===== src/rtl/serial_port_pkg.sv =====
package serial_port_pkg;

  localparam int NCH = 2;

  // APB map: bit 5 of the byte address picks the channel
  localparam int          CH_SEL_BIT = 5;
  localparam logic [4:0] OFS_TXSC   = 5'h00;
  localparam logic [4:0] OFS_RXSC   = 5'h04;
  localparam logic [4:0] OFS_TXDAT  = 5'h08;
  localparam logic [4:0] OFS_RXDAT  = 5'h0c;
  localparam logic [4:0] OFS_BAUD   = 5'h10;

  // transmit_status_control fields
  localparam int TX_CLOCK_SOURCE_SELECT  = 7;
  localparam int TX_NINE  = 6;
  localparam int TX_EN    = 5;
  localparam int TX_SYNC  = 4;
  localparam int TX_HIGH  = 2;
  localparam int TX_EMPTY = 1;
  localparam int TX_D9    = 0;
  // receive_status_control fields
  localparam int RX_SERIAL_PORT_ENABLE  = 7;
  localparam int RX_NINE  = 6;
  localparam int RX_SINGLE_RECEIVE_ENABLE  = 5;
  localparam int RX_CONTINUOUS_RECEIVE_ENABLE  = 4;
  localparam int RX_FERR  = 2;
  localparam int RX_OERR  = 1;
  localparam int RX_D9    = 0;

  localparam logic [7:0] TXSC_RESET = 8'h02;
  localparam logic [7:0] RXSC_RESET = 8'h00;
  localparam logic [7:0] TXSC_WMASK = 8'hf5;
  localparam logic [7:0] RXSC_WMASK = 8'hf8;

  // Baud ticks per asynchronous bit, less one
  localparam logic [6:0] OVS_LO = 7'h3f;
  localparam logic [6:0] OVS_HI = 7'h0f;

  typedef enum logic [1:0] {
    TX_IDLE  = 2'b00,
    TX_ASYNC = 2'b01,
    TX_SHIFT = 2'b10
  } tx_state_e;

  typedef enum logic [1:0] {
    RX_IDLE  = 2'b00,
    RX_START = 2'b01,
    RX_DATA  = 2'b10
  } rx_state_e;

  typedef struct packed {
    logic data_in;
    logic clock_in;
  } pin_in_s;

  typedef struct packed {
    logic data_out;
    logic data_oe;
    logic clock_out;
    logic clock_oe;
  } pin_out_s;

  typedef struct packed {
    logic [7:0]  txsc;
    logic [7:0]  rxsc;
    logic [7:0]  txbuf;
    logic [7:0]  rxbuf;
    logic [7:0]  baud;
    logic [7:0]  bcnt;
    logic        tx_full;
    tx_state_e   tx_st;
    logic [10:0] tx_sh;
    logic [3:0]  tx_left;
    logic [6:0]  tx_sub;
    logic        ck;
    logic        ck_in_prev;
    rx_state_e   rx_st;
    logic [8:0]  rx_sh;
    logic [3:0]  rx_left;
    logic [6:0]  rx_sub;
    logic        rx_full;
  } chan_s;

  typedef struct packed {
    chan_s [NCH-1:0] ch;
    logic [31:0]     rdata;
    logic            err;
  } state_s;

  localparam chan_s CH_RESET = '{txsc: TXSC_RESET, rxsc: RXSC_RESET, tx_sh: 11'h7ff,
                                 tx_st: TX_IDLE, rx_st: RX_IDLE, default: '0};

endpackage


===== src/rtl/serial_port_pair.sv =====
// The implementer's own choices: the APB slave port and the placing of the registers.
`timescale 1ns/1ps

// Functional notes
// [RULE_01] Modes: asynchronous full duplex, synchronous master, synchronous slave.
// [RULE_02] Two channels, each configured independently of the other.
// [RULE_03] Each channel has its own control, status, data and baud registers.
// [RULE_04] Software sets serial_port_enable before using the serial pins.
// [RULE_05] Software sets receive_data_pin direction to input in every mode; the port drives it as an output while shifting in synchronous mode.
// [RULE_06] Software makes transmit_clock_pin an output in asynchronous and master mode.
// [RULE_07] Software makes transmit_clock_pin an input in synchronous slave mode.
// [RULE_08] Synchronous: clock_source_select one drives clock from baud generator, zero takes it.
// [RULE_09] Transmitter runs only while transmitter_enable is one.
// [RULE_10] serial_port_enable one takes over both pins; zero disables the port.
// [RULE_11] Sync bit picks synchronous; nine_bit_transmit sends ninth data bit.
module serial_port_pair
  import serial_port_pkg::*;
(
  input  wire logic                 pclk,
  input  wire logic                 presetn,
  input  wire logic                 psel,
  input  wire logic                 penable,
  input  wire logic                 pwrite,
  input  wire logic [7:0]           paddr,
  input  wire logic [31:0]          pwdata,
  output logic      [31:0]          prdata,
  output logic                      pready,
  output logic                      pslverr,
  input  wire pin_in_s  [NCH-1:0]   pin_in,
  output pin_out_s      [NCH-1:0]   pin_out
);

  ////////////////////////////////////////////////////////////////////////////
  function automatic logic [2:0] decode(input logic [7:0] a);
    logic [2:0] r;
    r = 3'h7;
    if (a[7:6] == 2'h0) begin
      case (a[4:0])
        OFS_TXSC:  r = 3'h0;
        OFS_RXSC:  r = 3'h1;
        OFS_TXDAT: r = 3'h2;
        OFS_RXDAT: r = 3'h3;
        OFS_BAUD:  r = 3'h4;
        default:   r = 3'h7;
      endcase
    end
    return r;
  endfunction

  function automatic logic [6:0] ovs(input logic high);
    return high ? OVS_HI : OVS_LO;
  endfunction

  ////////////////////////////////////////////////////////////////////////////
  state_s st;
  state_s next_st;

  logic [2:0] sel_reg;
  logic       sel_ch;
  logic       setup;
  logic       access;

  assign sel_reg = decode(paddr);
  assign sel_ch  = paddr[CH_SEL_BIT];
  assign setup   = psel & ~penable;
  assign access  = psel & penable;
  // Zero wait states; read data is captured during setup
  assign pready  = 1'b1;
  assign prdata  = st.rdata;
  assign pslverr = access & st.err;

  always_comb begin
    chan_s c;
    chan_s n;
    logic  serial_port_enable;
    logic  sync;
    logic  tick;
    logic  tx_ok;
    logic  rx_ok;
    logic  mine;
    c = CH_RESET;
    n = CH_RESET;
    serial_port_enable = 1'b0;
    sync = 1'b0;
    tick = 1'b0;
    tx_ok = 1'b0;
    rx_ok = 1'b0;
    mine = 1'b0;
    next_st = st;
    if (setup) begin
      next_st.err   = (sel_reg == 3'h7);
      next_st.rdata = 32'h0000_0000;
      c = st.ch[sel_ch];
      case (sel_reg)
        3'h0:    next_st.rdata = {24'h00_0000, c.txsc};
        3'h1:    next_st.rdata = {24'h00_0000, c.rxsc};
        3'h3:    next_st.rdata = {23'h00_0000, c.rx_full, c.rxbuf};
        3'h4:    next_st.rdata = {24'h00_0000, c.baud};
        default: next_st.rdata = 32'h0000_0000;
      endcase
    end
    for (int i = 0; i < NCH; i++) begin // [RULE_02]
      c = st.ch[i];
      n = c;
      mine = access & (sel_ch == 1'(i));
      serial_port_enable = c.rxsc[RX_SERIAL_PORT_ENABLE];
      sync = c.txsc[TX_SYNC]; // [RULE_11]
      // Baud generator reloads from the baud register
      tick = (c.bcnt == 8'h00);
      if (!serial_port_enable) begin
        n.bcnt = c.baud; // [RULE_10]
      end else begin
        n.bcnt = tick ? c.baud : c.bcnt - 8'h01;
      end
      // Receive enables take the half-duplex line from the transmitter
      tx_ok = serial_port_enable & c.txsc[TX_EN] & ~(sync & (c.rxsc[RX_SINGLE_RECEIVE_ENABLE] | c.rxsc[RX_CONTINUOUS_RECEIVE_ENABLE])); // [RULE_09]
      rx_ok = serial_port_enable & c.rxsc[RX_CONTINUOUS_RECEIVE_ENABLE] & ~sync;
      n.ck_in_prev = pin_in[i].clock_in;

      //////////////////////////////////////////////////////////////////////
      case (c.tx_st)
        TX_IDLE: begin
          n.ck = 1'b0;
          if (tx_ok && c.tx_full) begin
            n.tx_full = 1'b0;
            if (!sync) begin
              n.tx_sh   = {1'b1, c.txsc[TX_NINE] ? c.txsc[TX_D9] : 1'b1, c.txbuf, 1'b0}; // [RULE_11]
              n.tx_left = c.txsc[TX_NINE] ? 4'd11 : 4'd10;
              n.tx_sub  = ovs(c.txsc[TX_HIGH]);
              n.tx_st   = TX_ASYNC;
            end else begin
              n.tx_sh   = {2'b11, c.txsc[TX_D9], c.txbuf}; // [RULE_11]
              n.tx_left = c.txsc[TX_NINE] ? 4'd9 : 4'd8;
              n.tx_st   = TX_SHIFT;
            end
          end
        end
        TX_ASYNC: begin
          if (tick) begin
            if (c.tx_sub == 7'h00) begin
              n.tx_sub  = ovs(c.txsc[TX_HIGH]);
              n.tx_sh   = {1'b1, c.tx_sh[10:1]};
              n.tx_left = c.tx_left - 4'd1;
              if (c.tx_left == 4'd1) begin
                n.tx_st = TX_IDLE;
              end
            end else begin
              n.tx_sub = c.tx_sub - 7'h01;
            end
          end
        end
        TX_SHIFT: begin
          // Master shifts on its own falling edge, slave on the pin's
          if (c.txsc[TX_CLOCK_SOURCE_SELECT]) begin // [RULE_08]
            if (tick) begin
              n.ck = ~c.ck;
              if (c.ck) begin
                n.tx_sh   = {1'b1, c.tx_sh[10:1]};
                n.tx_left = c.tx_left - 4'd1;
                if (c.tx_left == 4'd1) begin
                  n.tx_st = TX_IDLE;
                end
              end
            end
          end else if (c.ck_in_prev && !pin_in[i].clock_in) begin // [RULE_08]
            n.tx_sh   = {1'b1, c.tx_sh[10:1]};
            n.tx_left = c.tx_left - 4'd1;
            if (c.tx_left == 4'd1) begin
              n.tx_st = TX_IDLE;
            end
          end
        end
        default: n.tx_st = TX_IDLE;
      endcase
      if (!tx_ok) begin
        // Dropping the enable aborts a frame in flight
        n.tx_st = TX_IDLE; // [RULE_09]
        n.ck    = 1'b0;
        n.tx_sh = 11'h7ff;
      end

      //////////////////////////////////////////////////////////////////////
      // Bus read clears ready before the receiver may set it again
      if (mine && !pwrite && sel_reg == 3'h3) begin
        n.rx_full = 1'b0;
      end
      case (c.rx_st)
        RX_IDLE: begin
          if (rx_ok && !pin_in[i].data_in) begin
            n.rx_st  = RX_START;
            n.rx_sub = ovs(c.txsc[TX_HIGH]) >> 1;
          end
        end
        RX_START: begin
          if (tick) begin
            if (c.rx_sub == 7'h00) begin
              n.rx_sub  = ovs(c.txsc[TX_HIGH]);
              n.rx_left = c.rxsc[RX_NINE] ? 4'd10 : 4'd9;
              // A glitch shorter than half a bit is not a start
              n.rx_st   = pin_in[i].data_in ? RX_IDLE : RX_DATA;
            end else begin
              n.rx_sub = c.rx_sub - 7'h01;
            end
          end
        end
        RX_DATA: begin
          if (tick) begin
            if (c.rx_sub == 7'h00) begin
              n.rx_sub  = ovs(c.txsc[TX_HIGH]);
              n.rx_left = c.rx_left - 4'd1;
              if (c.rx_left == 4'd1) begin
                n.rx_st = RX_IDLE;
                if (c.rx_full) begin
                  n.rxsc[RX_OERR] = 1'b1;
                end else begin
                  n.rx_full       = 1'b1;
                  n.rxsc[RX_FERR] = ~pin_in[i].data_in;
                  n.rxbuf         = c.rxsc[RX_NINE] ? c.rx_sh[7:0] : c.rx_sh[8:1];
                  n.rxsc[RX_D9]   = c.rxsc[RX_NINE] & c.rx_sh[8];
                end
              end else begin
                n.rx_sh = {pin_in[i].data_in, c.rx_sh[8:1]};
              end
            end else begin
              n.rx_sub = c.rx_sub - 7'h01;
            end
          end
        end
        default: n.rx_st = RX_IDLE;
      endcase
      if (!rx_ok) begin
        n.rx_st = RX_IDLE;
      end
      if (!c.rxsc[RX_CONTINUOUS_RECEIVE_ENABLE]) begin
        n.rxsc[RX_OERR] = 1'b0;
      end

      //////////////////////////////////////////////////////////////////////
      // Bus writes come last so a software load wins over a clear
      if (mine && pwrite) begin
        case (sel_reg)
          3'h0: n.txsc = (n.txsc & ~TXSC_WMASK) | (pwdata[7:0] & TXSC_WMASK); // [RULE_03]
          3'h1: n.rxsc = (n.rxsc & ~RXSC_WMASK) | (pwdata[7:0] & RXSC_WMASK); // [RULE_03]
          3'h2: begin
            n.txbuf   = pwdata[7:0];
            n.tx_full = 1'b1;
          end
          3'h4: n.baud = pwdata[7:0];
          default: n.baud = n.baud;
        endcase
      end
      n.txsc[TX_EMPTY] = (n.tx_st == TX_IDLE);
      n.txsc[3]        = 1'b0;
      next_st.ch[i]    = n;
    end
  end

  always_ff @(posedge pclk or negedge presetn) begin
    if (!presetn) begin
      st <= '{ch: '{default: CH_RESET}, rdata: 32'h0000_0000, err: 1'b0};
    end else begin
      st <= next_st;
    end
  end

  ////////////////////////////////////////////////////////////////////////////
  always_comb begin
    for (int i = 0; i < NCH; i++) begin
      // Pins are only taken while the port is enabled
      pin_out[i].clock_oe  = st.ch[i].rxsc[RX_SERIAL_PORT_ENABLE] &
                             (~st.ch[i].txsc[TX_SYNC] | st.ch[i].txsc[TX_CLOCK_SOURCE_SELECT]); // [RULE_10] [RULE_01]
      pin_out[i].clock_out = st.ch[i].txsc[TX_SYNC] ? st.ch[i].ck :
                             (st.ch[i].tx_st == TX_ASYNC ? st.ch[i].tx_sh[0] : 1'b1);
      pin_out[i].data_oe   = st.ch[i].rxsc[RX_SERIAL_PORT_ENABLE] & st.ch[i].txsc[TX_SYNC] &
                             (st.ch[i].tx_st == TX_SHIFT); // [RULE_01]
      pin_out[i].data_out  = st.ch[i].tx_sh[0];
    end
  end

endmodule


===== config.mk =====
export PLATFORM = sky130hd
export DESIGN_NAME = serial_port_pair
export DESIGN_NICKNAME = d
export VERILOG_FILES = /design/src/rtl/serial_port_pkg.sv /design/src/rtl/serial_port_pair.sv
export SDC_FILE = /design/constraint.sdc
export NUM_CORES = 1
export LEC_CHECK = 0
export ABC_AREA = 0
export BUFFER_PORTS_ARGS = -buffer_cell sky130_fd_sc_hd__clkbuf_2
export CORE_MARGIN = 1.5
export CORE_UTILIZATION = 57
export CTS_BUF_LIST = sky130_fd_sc_hd__clkbuf_8
export CTS_CLUSTER_DIAMETER = 100
export CTS_CLUSTER_SIZE = 24
export DETAILED_ROUTE_END_ITERATION = 6
export PLACE_DENSITY = 0.85
export RECOVER_POWER = 100
export SLEW_MARGIN = 10
export SYNTH_ARGS = -nofsm -noshare
export SYNTH_HDL_FRONTEND = slang
export SYNTH_SLANG_ARGS = --single-unit

===== constraint.sdc =====
create_clock -name pclk -period 2.1 [get_ports pclk]
set_input_delay 0.42 -clock pclk [delete_from_list [all_inputs] [get_ports pclk]]
set_output_delay 0.42 -clock pclk [all_outputs]
set_load 0.01 [all_outputs]

==> results of run 1 <==
[path summary, 6_finish.rpt]
check | endpoint | slack, ns | depth (start not counted) | start
worst max register to register | flop | -0.07 | 9 | st[34]
worst min register to register | st[183] | 0.52 | 2 | st[191]
worst min-delay path | st[56] | 0.06 | 1 | pin_in[0]
max in group asynchronous | st[79] | 0.26 | 3 | presetn
worst max-delay path | flop | -0.07 | 9 | st[34]
min in group asynchronous | st[162] | 0.73 | 2 | presetn
[per-layer routing]
metal / share of wire (%) / vias to the layer above / track usage [%]
li1: - / 4236 / -
met1: 41 / 4657 / 35.19
met2: 50 / 390 / 46.29
met3: 6.2 / 84 / 3.940
met4: 3.0 / 0 / 9.023
met5: 0 / - / 0
[metrics by stage]
stage / power [W] / setup slack [ns] / util [%]
2_1_floorplan: 0.004250 / -0.09840 / -
3_3_place_gp: 0.004441 / -0.1557 / 64.37
3_5_place_dp: 0.004453 / -0.2388 / 64.37
4_1_cts: 0.006314 / -0.07433 / 67.22
5_1_grt: 0.006497 / -0.1419 / 69.31
6_report: 0.006293 / -0.07069 / 69.31
[cell usage after synthesis (all sizes together) (12+ instances only)]
cell type,n
inv,62
nand3,31
o2bb2ai,18
nand2b,14
and2,14
a21oi,54
dfrtp,180
a31oi,17
o21ai,53
ha,35
nor3,18
o22a,22
clkbuf,27
dfstp,24
o221ai,12
a22oi,16
nand2,85
buf,52
nor2,55
mux2,96
mux2i,39
[cell type report]
class | count | area (µm²) | area share [%]
multi-input cells | 775 | 6173 | 45.77
flip-flops and latches | 204 | 5140 | 38.10
repair buffers | 184 | 1389 | 10.30
well taps | 265 | 331.6 | 2.458
inverters | 62 | 237.7 | 1.762
clock buffers | 13 | 178.9 | 1.326
clock inverters | 7 | 38.79 | 0.2875
[flip-flops by register name, indices dropped and copies added (netlist names), named ones only]
signal	flops
pin_out	2
prdata	9
st	189
[power breakdown]
part | internal [W] | switching (W) | total [W]
Clock | 0.000597 | 0.00128 | 0.00187
Sequential | 0.00396 | 0.0000370 | 0.00400
Combinational | 0.000151 | 0.000271 | 0.000423
Total | 0.00471 | 0.00158 | 0.00629
[placed cells by master (no fill, tap or decap), types with 17 or more instances in the layout]
| cell | count |
|---|---|
| dfrtp_1 | 176 |
| buf_4 | 105 |
| mux2_2 | 82 |
| nand2_1 | 79 |
| inv_1 | 54 |
| nor2_1 | 52 |
| a21oi_1 | 49 |
| o21ai_0 | 46 |
| mux2i_1 | 38 |
| clkbuf_2 | 31 |
| ha_1 | 25 |
| nand3_1 | 24 |
| conb_1 | 24 |
| o22a_1 | 22 |
| dfstp_2 | 22 |
| o2bb2ai_1 | 18 |
| nor3_1 | 17 |
[cell families after synthesis]
group	after synthesis	synth area share (%)
flops	204	45.30
simple gates	291	13.72
compound gates	278	17.15
xor+xnor	11	0.8499
fa+ha+maj	35	3.863
mux	135	12.98
other cells	2	0.06625
buf+inv	141	6.071
[what timing repair did]
action	4_1_cts	5_1_grt
pin swaps	15	25
hold buffers	2	0
setup buffers	14	18
hold endpoints to repair	41	0
gates resized for setup	54	92
endpoints found under the setup margin	102	111
cloned	3	2
==> impl_results.md, run 1 <==
- GRT overflow: 0
- Post-DP Area: 12530 µm²
- Placed Cells: 1452
- Setup-failing EPs final: 22
- Leading area contributor after synthesis: dfrtp_1
- DPL Wire Length: around 20 mm
- H-tree levels: 1
- Hold Crit Class: primary input to flop
- Cell variety after synth: 73
- Worst EP required: 2.55 ns
- Largest net degree at the start of global routing: 62
- Clock period minus worst slack: 2.171 ns
- Yosys top cell area share: roughly two fifths
- Post-Layout Inst Area: around 13000 µm²
- Fin. Hold Viols: 0
- Post-Syn Area: 11340 µm²
- Max VDD drop: 385.9 µV
- Max clock buf depth: 3
- Synth warn: 0
- Initial DRT Pass Iterations: 5
- Critical path's most frequent cell: buf_6
- Initial antenna violation count: 0
- Non-Filler Instances: 1510
- Period utilization: 103.4%
- Max_cap viols: 0
- Max stage delay on crit path: 0.42 ns
- Antenna Nets Post-Route: 0
- Worst-skew pair later-pin latency: 0.52 ns
- Die Span Y: approximately 140 µm
- Data arrival, critical path: approximately 2.6 ns
- Total clock sinks: 204
- Outcome: finished with violations
- Post-Syn Instances: 1097
- Worst slew pin tran: 1.385 ns
- Failing checks: setup timing
- Final GP Congestion: 0.8954
- Seq cells post-synth: around 200
- DRC: 0
- Vias in the first global route: a little under 9000
- Startpoint Class: flop
- Ant diodes: 0
- Die ar.: between 20000 and 25000 µm²
- Slowest CP cell: dfrtp_1
- Synth area leaders: dfrtp_1 40%, mux2_2 9.3%, dfstp_2 5.6%
- CTS tree: built
- Post-synth EDFFs: 0
- Root Driver: clkbuf_8
- Final Net Count: around 1300
- Share of cells above drive strength 1: 31.73%
- CTS Buf Count: 12
- Top Family by Delay on Critical Path: simple AND/OR/NAND/NOR gates
- Via count: 9367
- Sequential-to-total area share from yosys stat: a little under half
- Pleak: 6.078 nW
- CP endpoint kind: flop
- Mean post-synth cell area: 10.33 µm²
- CP Cell Sequence: inv_2 > ha_4 > or3b_4 > nor4_4 > nand3_2 > nor3_4 > buf_6 > buf_6 > mux2i_4
- P per Cell Area: around 470 nW/µm²
- Drt total wl: 29.71 mm
- Setup Crit Path Kind: flop to flop
- CP bufs+invs: 3
- Async SR Flop Fraction: 100.0%
- Boundary Pins: 91
- Layout fillers: roughly 1300
- RSZ-0062 raised after global routing: yes
- Fin Hold WS: around 0.059 ns
- Core footprint: 19460 µm²
- Site Rows: 51
- Wire length of the first global-routing pass: 44.82 mm
- Worst slew margin relative to its limit: 7.676%
- DR vias/cell: around 6.2
- Most used flip-flop cell after synthesis: dfrtp_1
- Setup TNS: -0.6155 ns
- IO buf count: 42
- Max Fclk: 460.7 MHz
- Final Slew Violations: 0
- CP max FO: 5
- Die width: 144.0 µm
- Worst setup margin: -0.07069 ns
- Initial Util: ~58%
- Routed WL per cell: 19.67 µm
- GRT Overall Usage: 27.02%
- Initial DRC count: 782
- Layout area overhead: 19.00%
- Clock slew at reported path FFs: about 0.15 ns
- Clk_skew: 0.02124 ns
(Power assumes the default switching activity.)
==> inputs of run 2 (changes only) <==
--- a/config.mk
+++ b/config.mk
@@ -15,6 +15,7 @@
 export DETAILED_ROUTE_END_ITERATION = 6
 export PLACE_DENSITY = 0.85
 export RECOVER_POWER = 100
+export SETUP_SLACK_MARGIN = 0.1
 export SLEW_MARGIN = 10
 export SYNTH_ARGS = -nofsm -noshare
 export SYNTH_HDL_FRONTEND = slang
==> run 2 against run 1 <==
Net effect:
- the run ends with capacitance limit, slew limit, setup timing left
- clock skew up 0.0051 ns
- die area stayed put
- non-clock buffer count rose by 24
- power is 2.1% higher
- sequential cell count is the same
- final cell count increased by 1.7%
- sequential power hardly changed
- hold slack got worse by 0.046 ns
- setup slack lost 0.078 ns
- combinational power rose by 7.6%
- clock power rose by 5%
- global-route usage grew 0.98 points
- largest power group unchanged
==> impl_results.md, run 2 (synthesis results as in run 1) <==
- Post-Layout Inst Area: 14240 µm²
- RSZ-0062 raised after global routing: yes
- Routed WL per cell: ~21 µm
- P per Cell Area: between 400 and 500 nW/µm²
- Max VDD drop: around 360 µV
- Boundary Pins: slightly above 90
- Commonest non-fill, non-tap cell in the layout: dfrtp_1
- Via count: 9581
- IO buf count: 42
- Root Driver: clkbuf_8
- Max clock buf depth: 3
- Initial DRC count: 830
- Die width: 144.0 µm
- GRT overflow: 0
- Largest net degree at the start of global routing: 61
- Total clock sinks: 204
- Final Net Count: 1347
- Clk_skew: 0.02639 ns
- CTS tree: built
- Startpoint Class: flop
- GRT Overall Usage: between 20% and 30%
- Site Rows: a little over 50
- Initial Util: 58.24%
- Hold depth: 1
- R2R depth: 9
- Post-DP Area: between 10000 and 15000 µm²
- DPL Wire Length: 19.26 mm
- Hold Crit Class: primary input to flop
- Combinational Power Share: roughly 7.1%
- Clock period minus worst slack: between 2 and 2.5 ns
- Failing checks: capacitance limit, slew limit, setup timing
- Outcome: finished with violations
- Worst EP required: 2.56 ns
- Max_cap viols: 1
- Data arrival, critical path: between 2 and 3 ns
- Worst slew pin tran: 1.559 ns
- Share of cells above drive strength 1: between 30% and 40%
- Antenna Nets Post-Route: 0
- Pleak: between 6 and 7 nW
- Final Slew Violations: 61
- DRC: 0
- CP endpoint kind: flop
- NetSw: 0.001584 W
- CTS Buf Count: 12
- DR vias/cell: 6.242
- Max Fclk: around 440 MHz
- Flop pwr share: 62.2%
- Clock power frac: approximately 31%
- Max reg flops: 189
- Core footprint: 19460 µm²
- Sw Share: 24.64%
- Final GP Congestion: 0.9048
- Fin. Hold Viols: 0
- Initial DRT Pass Iterations: 5
- Worst setup margin: -0.1485 ns
- Worst slew margin relative to its limit: -3.963%
- Int Power: between 0.004 and 0.005 W
- Drt total wl: 31.94 mm
- Most frequent cells in the layout: 178 x dfrtp_1, 112 x buf_4, 76 x nand2_1
- Die ar.: between 20000 and 25000 µm²
- Vias in the first global route: 9119
- Setup-failing EPs final: just over 70
- Setup TNS: -4.646 ns
- Initial antenna violation count: 1
- Die Span Y: roughly 140 µm
- CP max FO: 17
- Setup Crit Path Kind: flop to flop
- Period utilization: 107.1%
- Wire length of the first global-routing pass: roughly 46 mm
- Worst-skew pair later-pin latency: 0.52 ns
- Biggest register: st
- H-tree levels: 1
- Clock slew at reported path FFs: around 0.15 ns
- Layout area overhead: 25.63%
run 2: metal layers:
metal | wire length, µm | track usage, %
met1 | 12520 | 36.08
met2 | 16010 | 47.95
met3 | 1878 | 3.344
met4 | 1526 | 11.49
met5 | 0 | 0
run 2: area by class of cell:
type | count | area (µm²)
clock inverters | 7 | 57.56
repair buffers | 208 | 1628
fillers | 1236 | 5221
inverters | 62 | 237.7
clock buffers | 13 | 178.9
diodes | 1 | 2.502
well taps | 265 | 331.6
flip-flops and latches | 204 | 5137
multi-input cells | 775 | 6668
run 2: stage by stage:
stage	hold WS, ns	setup WS (ns)	cells	power (W)	util (%)
after detailed placement	0.4403	-0.2584	1448	0.004455	64.96
after CTS	0.002969	-0.07472	1505	0.006425	70.70
after global routing	-0.004957	-0.2358	1535	0.006636	73.17
after floorplan	0.1244	-0.09840	1119	0.004257	-
final	0.01299	-0.1485	1535	0.006428	73.17
after global placement	0.4426	-0.1847	1448	0.004443	64.96
run 2: timing repair:
item	in CTS	in global routing
endpoints found under the hold margin	46	0
endpoints found under the setup margin	98	114
resized for setup	124	127
pin swaps	43	44
buffers inserted	34	27
gates cloned	2	4
hold buffers	1	0
run 2: path summary, 6_finish.rpt:
path	startpoint	to	slack, ns
max in group asynchronous	presetn	st[124]	0.15
max	st[84]	st[78]	-0.15
min reg2reg	prdata[8]	prdata[8]	0.51
max reg2reg	st[84]	st[78]	-0.15
min in group asynchronous	presetn	st[183]	0.80
min	pin_in[0]	st[56]	0.01
run 2: power groups by stage:
stage               sequential [W]  combinational, W  clock, W
finish                     0.00400          0.000455   0.00197
CTS                        0.00399          0.000427   0.00201
global placement           0.00406          0.000382         0
floorplan                  0.00405          0.000205         0
global route               0.00400          0.000496   0.00214
detailed placement         0.00406          0.000391         0
run 2: critical path, stage by stage (launching register included):
cell and delay [ns]:
dfrtp_1 0.44, inv_2 0.12, ha_4 0.16, buf_6 0.10, nor4bb_4 0.30, nand4_1 0.22, o221ai_2 0.30, buf_12 0.22
and2_4 0.15, o32a_1 0.17
==> inputs of run 3 (changes only) <==
--- a/config.mk
+++ b/config.mk
@@ -7,6 +7,7 @@
 export LEC_CHECK = 0
 export ABC_AREA = 0
 export BUFFER_PORTS_ARGS = -buffer_cell sky130_fd_sc_hd__clkbuf_2
+export CORE_ASPECT_RATIO = 1.4
 export CORE_MARGIN = 1.5
 export CORE_UTILIZATION = 57
 export CTS_BUF_LIST = sky130_fd_sc_hd__clkbuf_8
==> run 3 against run 2 <==
Net effect:
- the run ends with setup timing left
- final cell count fell by 0.33%
- first-iteration DRC count is 25% higher
- sequential power about the same
- non-clock buffer count rose by 14
- design area increased by 1.1%
- critical path depth unchanged
- critical path type unchanged
- highest routed layer is now met5
==> impl_results.md, run 3 (synthesis results as in run 1) <==
- Outcome: finished with violations
- Failing checks: setup timing
- Max clock buf depth: 3
- Root Driver: clkbuf_8
- Die Span Y: 169.9 µm
- Setup-failing EPs final: 110
- Post-DP Area: 12580 µm²
- Multi-input combinational cell area: 6754 µm²
- Initial DRT Pass Iterations: 7
- CP max FO: 8
- Fin. Hold Viols: 0
- Period utilization: 110.2%
- Drt total wl: 35.24 mm
- Worst-skew pair later-pin latency: 0.53 ns
- Biggest register: st
- Die ar.: 20750 µm²
- Antenna Nets Post-Route: 0
- Wire length of the first global-routing pass: 48.73 mm
- Initial Util: 58.53%
- Setup Crit Path Kind: flop to flop
- Vias in the first global route: 9680
- Total clock sinks: roughly 200
- Final GP Congestion: 0.9217
- CTS tree: built
- Pleak: 6.417 nW
- Post-Layout Inst Area: 14390 µm²
- RSZ-0062 raised after global routing: yes
- Initial antenna violation count: 2
- DPL Wire Length: 20.20 mm
- Share of cells above drive strength 1: 38.88%
- Initial DRC count: 1039
- Via count: between 10000 and 15000
- Storage cell area: 5137 µm²
- Layout fillers: 1197
- Worst setup margin: -0.2150 ns
- Site Rows: 60
- Clock slew at reported path FFs: 0.15 ns
- Worst slew margin relative to its limit: 31.33%
- Max Fclk: 432.0 MHz
- Max VDD drop: 347.7 µV
- Final Net Count: 1361
- IO buf count: 42
- DRC: 0
- Max reg flops: 189
- Boundary Pins: 91
- DR vias/cell: 6.614
- Most frequent cells in the layout: 178 x dfrtp_1, 121 x buf_4, 72 x nand2_1
- Worst slew pin tran: just over 1 ns
- Hold Crit Class: primary input to flop
- CP endpoint kind: flop
- Routed WL per cell: ~23 µm
- Clock period minus worst slack: 2.315 ns
- CTS Buf Count: 12
- Die width: about 120 µm
- Largest net degree at the start of global routing: 73
- Total Power: 0.006345 W
- P per Cell Area: 440.8 nW/µm²
- GRT Overall Usage: 29.76%
- GRT overflow: 0
- H-tree levels: 1
- Core footprint: roughly 19000 µm²
- Commonest non-fill, non-tap cell in the layout: dfrtp_1
- Worst EP required: approximately 2.5 ns
- Max_cap viols: 0
- Startpoint Class: flop
- Final Slew Violations: 0
- Data arrival, critical path: 2.73 ns
- Layout area overhead: 26.98%
- Clk_skew: about 0.026 ns
[run 3: cell count changes in the layout (fill, tap and decap cells not counted), moves of 4 or more]
cell / delta
mux2_2: -10
o21ai_0: -10
o21ai_2: +10
buf_4: +9
mux2_4: +6
o2bb2ai_1: +6
a21oi_1: -5
o2bb2ai_4: -5
a21oi_2: +4
ha_2: -4
mux2_1: +4
nand2_1: -4
nor2_1: +4
[run 3: worst max-delay path: stages (launching register included)]
cell and delay [ns]:
dfrtp_1 0.44, inv_2 0.09, ha_4 0.16, nor3b_2 0.37, nand4_1 0.24, buf_6 0.22, nor4_4 0.26, buf_4 0.21
clkbuf_16 0.15, a21oi_2 0.05
[run 3: final cells by class]
class | instances | area share, %
repair buffers | 222 | 12.14
clock inverters | 5 | 0.1739
clock buffers | 13 | 1.243
flip-flops and latches | 204 | 35.69
inverters | 62 | 1.652
diodes | 1 | 0.01739
well taps | 248 | 2.156
multi-input cells | 775 | 46.92
[run 3: worst paths after layout]
check,start,endpoint,slack [ns],cells past startpoint
max,st[181],st[200],-0.22,9
min,pin_in[2],st[154],0.03,1
max reg2reg,st[181],st[200],-0.22,9
min reg2reg,st[66],st[66],0.50,2
max in group asynchronous,presetn,st[46],0.23,3
min in group asynchronous,presetn,st[57],0.60,2
[run 3: repair_timing]
item / 4_1_cts / 5_1_grt
endpoints found under the setup margin: 99 / 122
endpoints found under the hold margin: 25 / 0
resized for setup: 119 / 166
hold buffers: 2 / 0
gates cloned: 2 / 6
pin swaps: 33 / 60
buffers inserted: 45 / 35
[run 3: where the power goes]
group | switching [W] | internal (W)
clock network | 0.00128 | 0.000589
registers | 0.0000394 | 0.00396
logic | 0.000309 | 0.000173
[run 3: per-stage QoR]
stage / setup TNS, ns / instances / setup WS (ns) / hold slack (ns) / util (%)
after floorplan: -1.667 / 1119 / -0.09840 / 0.1244 / -
after global placement: -9.086 / 1429 / -0.1490 / 0.3713 / 64.95
after detailed placement: -14.39 / 1429 / -0.2448 / 0.3701 / 64.95
after CTS: -0.9058 / 1496 / -0.09800 / 0.01338 / 70.51
after global routing: -21.64 / 1530 / -0.2709 / 0.01616 / 74.32
final: -12.03 / 1530 / -0.2150 / 0.03310 / 74.32
[run 3: per-layer routing]
| layer | GRT usage (%) | part of all wire (%) | wire, µm |
|---|---|---|---|
| met5 | 0 | 0.023 | 8 |
| met4 | 14.81 | 6.8 | 2412 |
| met3 | 3.586 | 6.1 | 2143 |
| met2 | 53.93 | 52 | 18350 |
| met1 | 34.32 | 35 | 12330 |
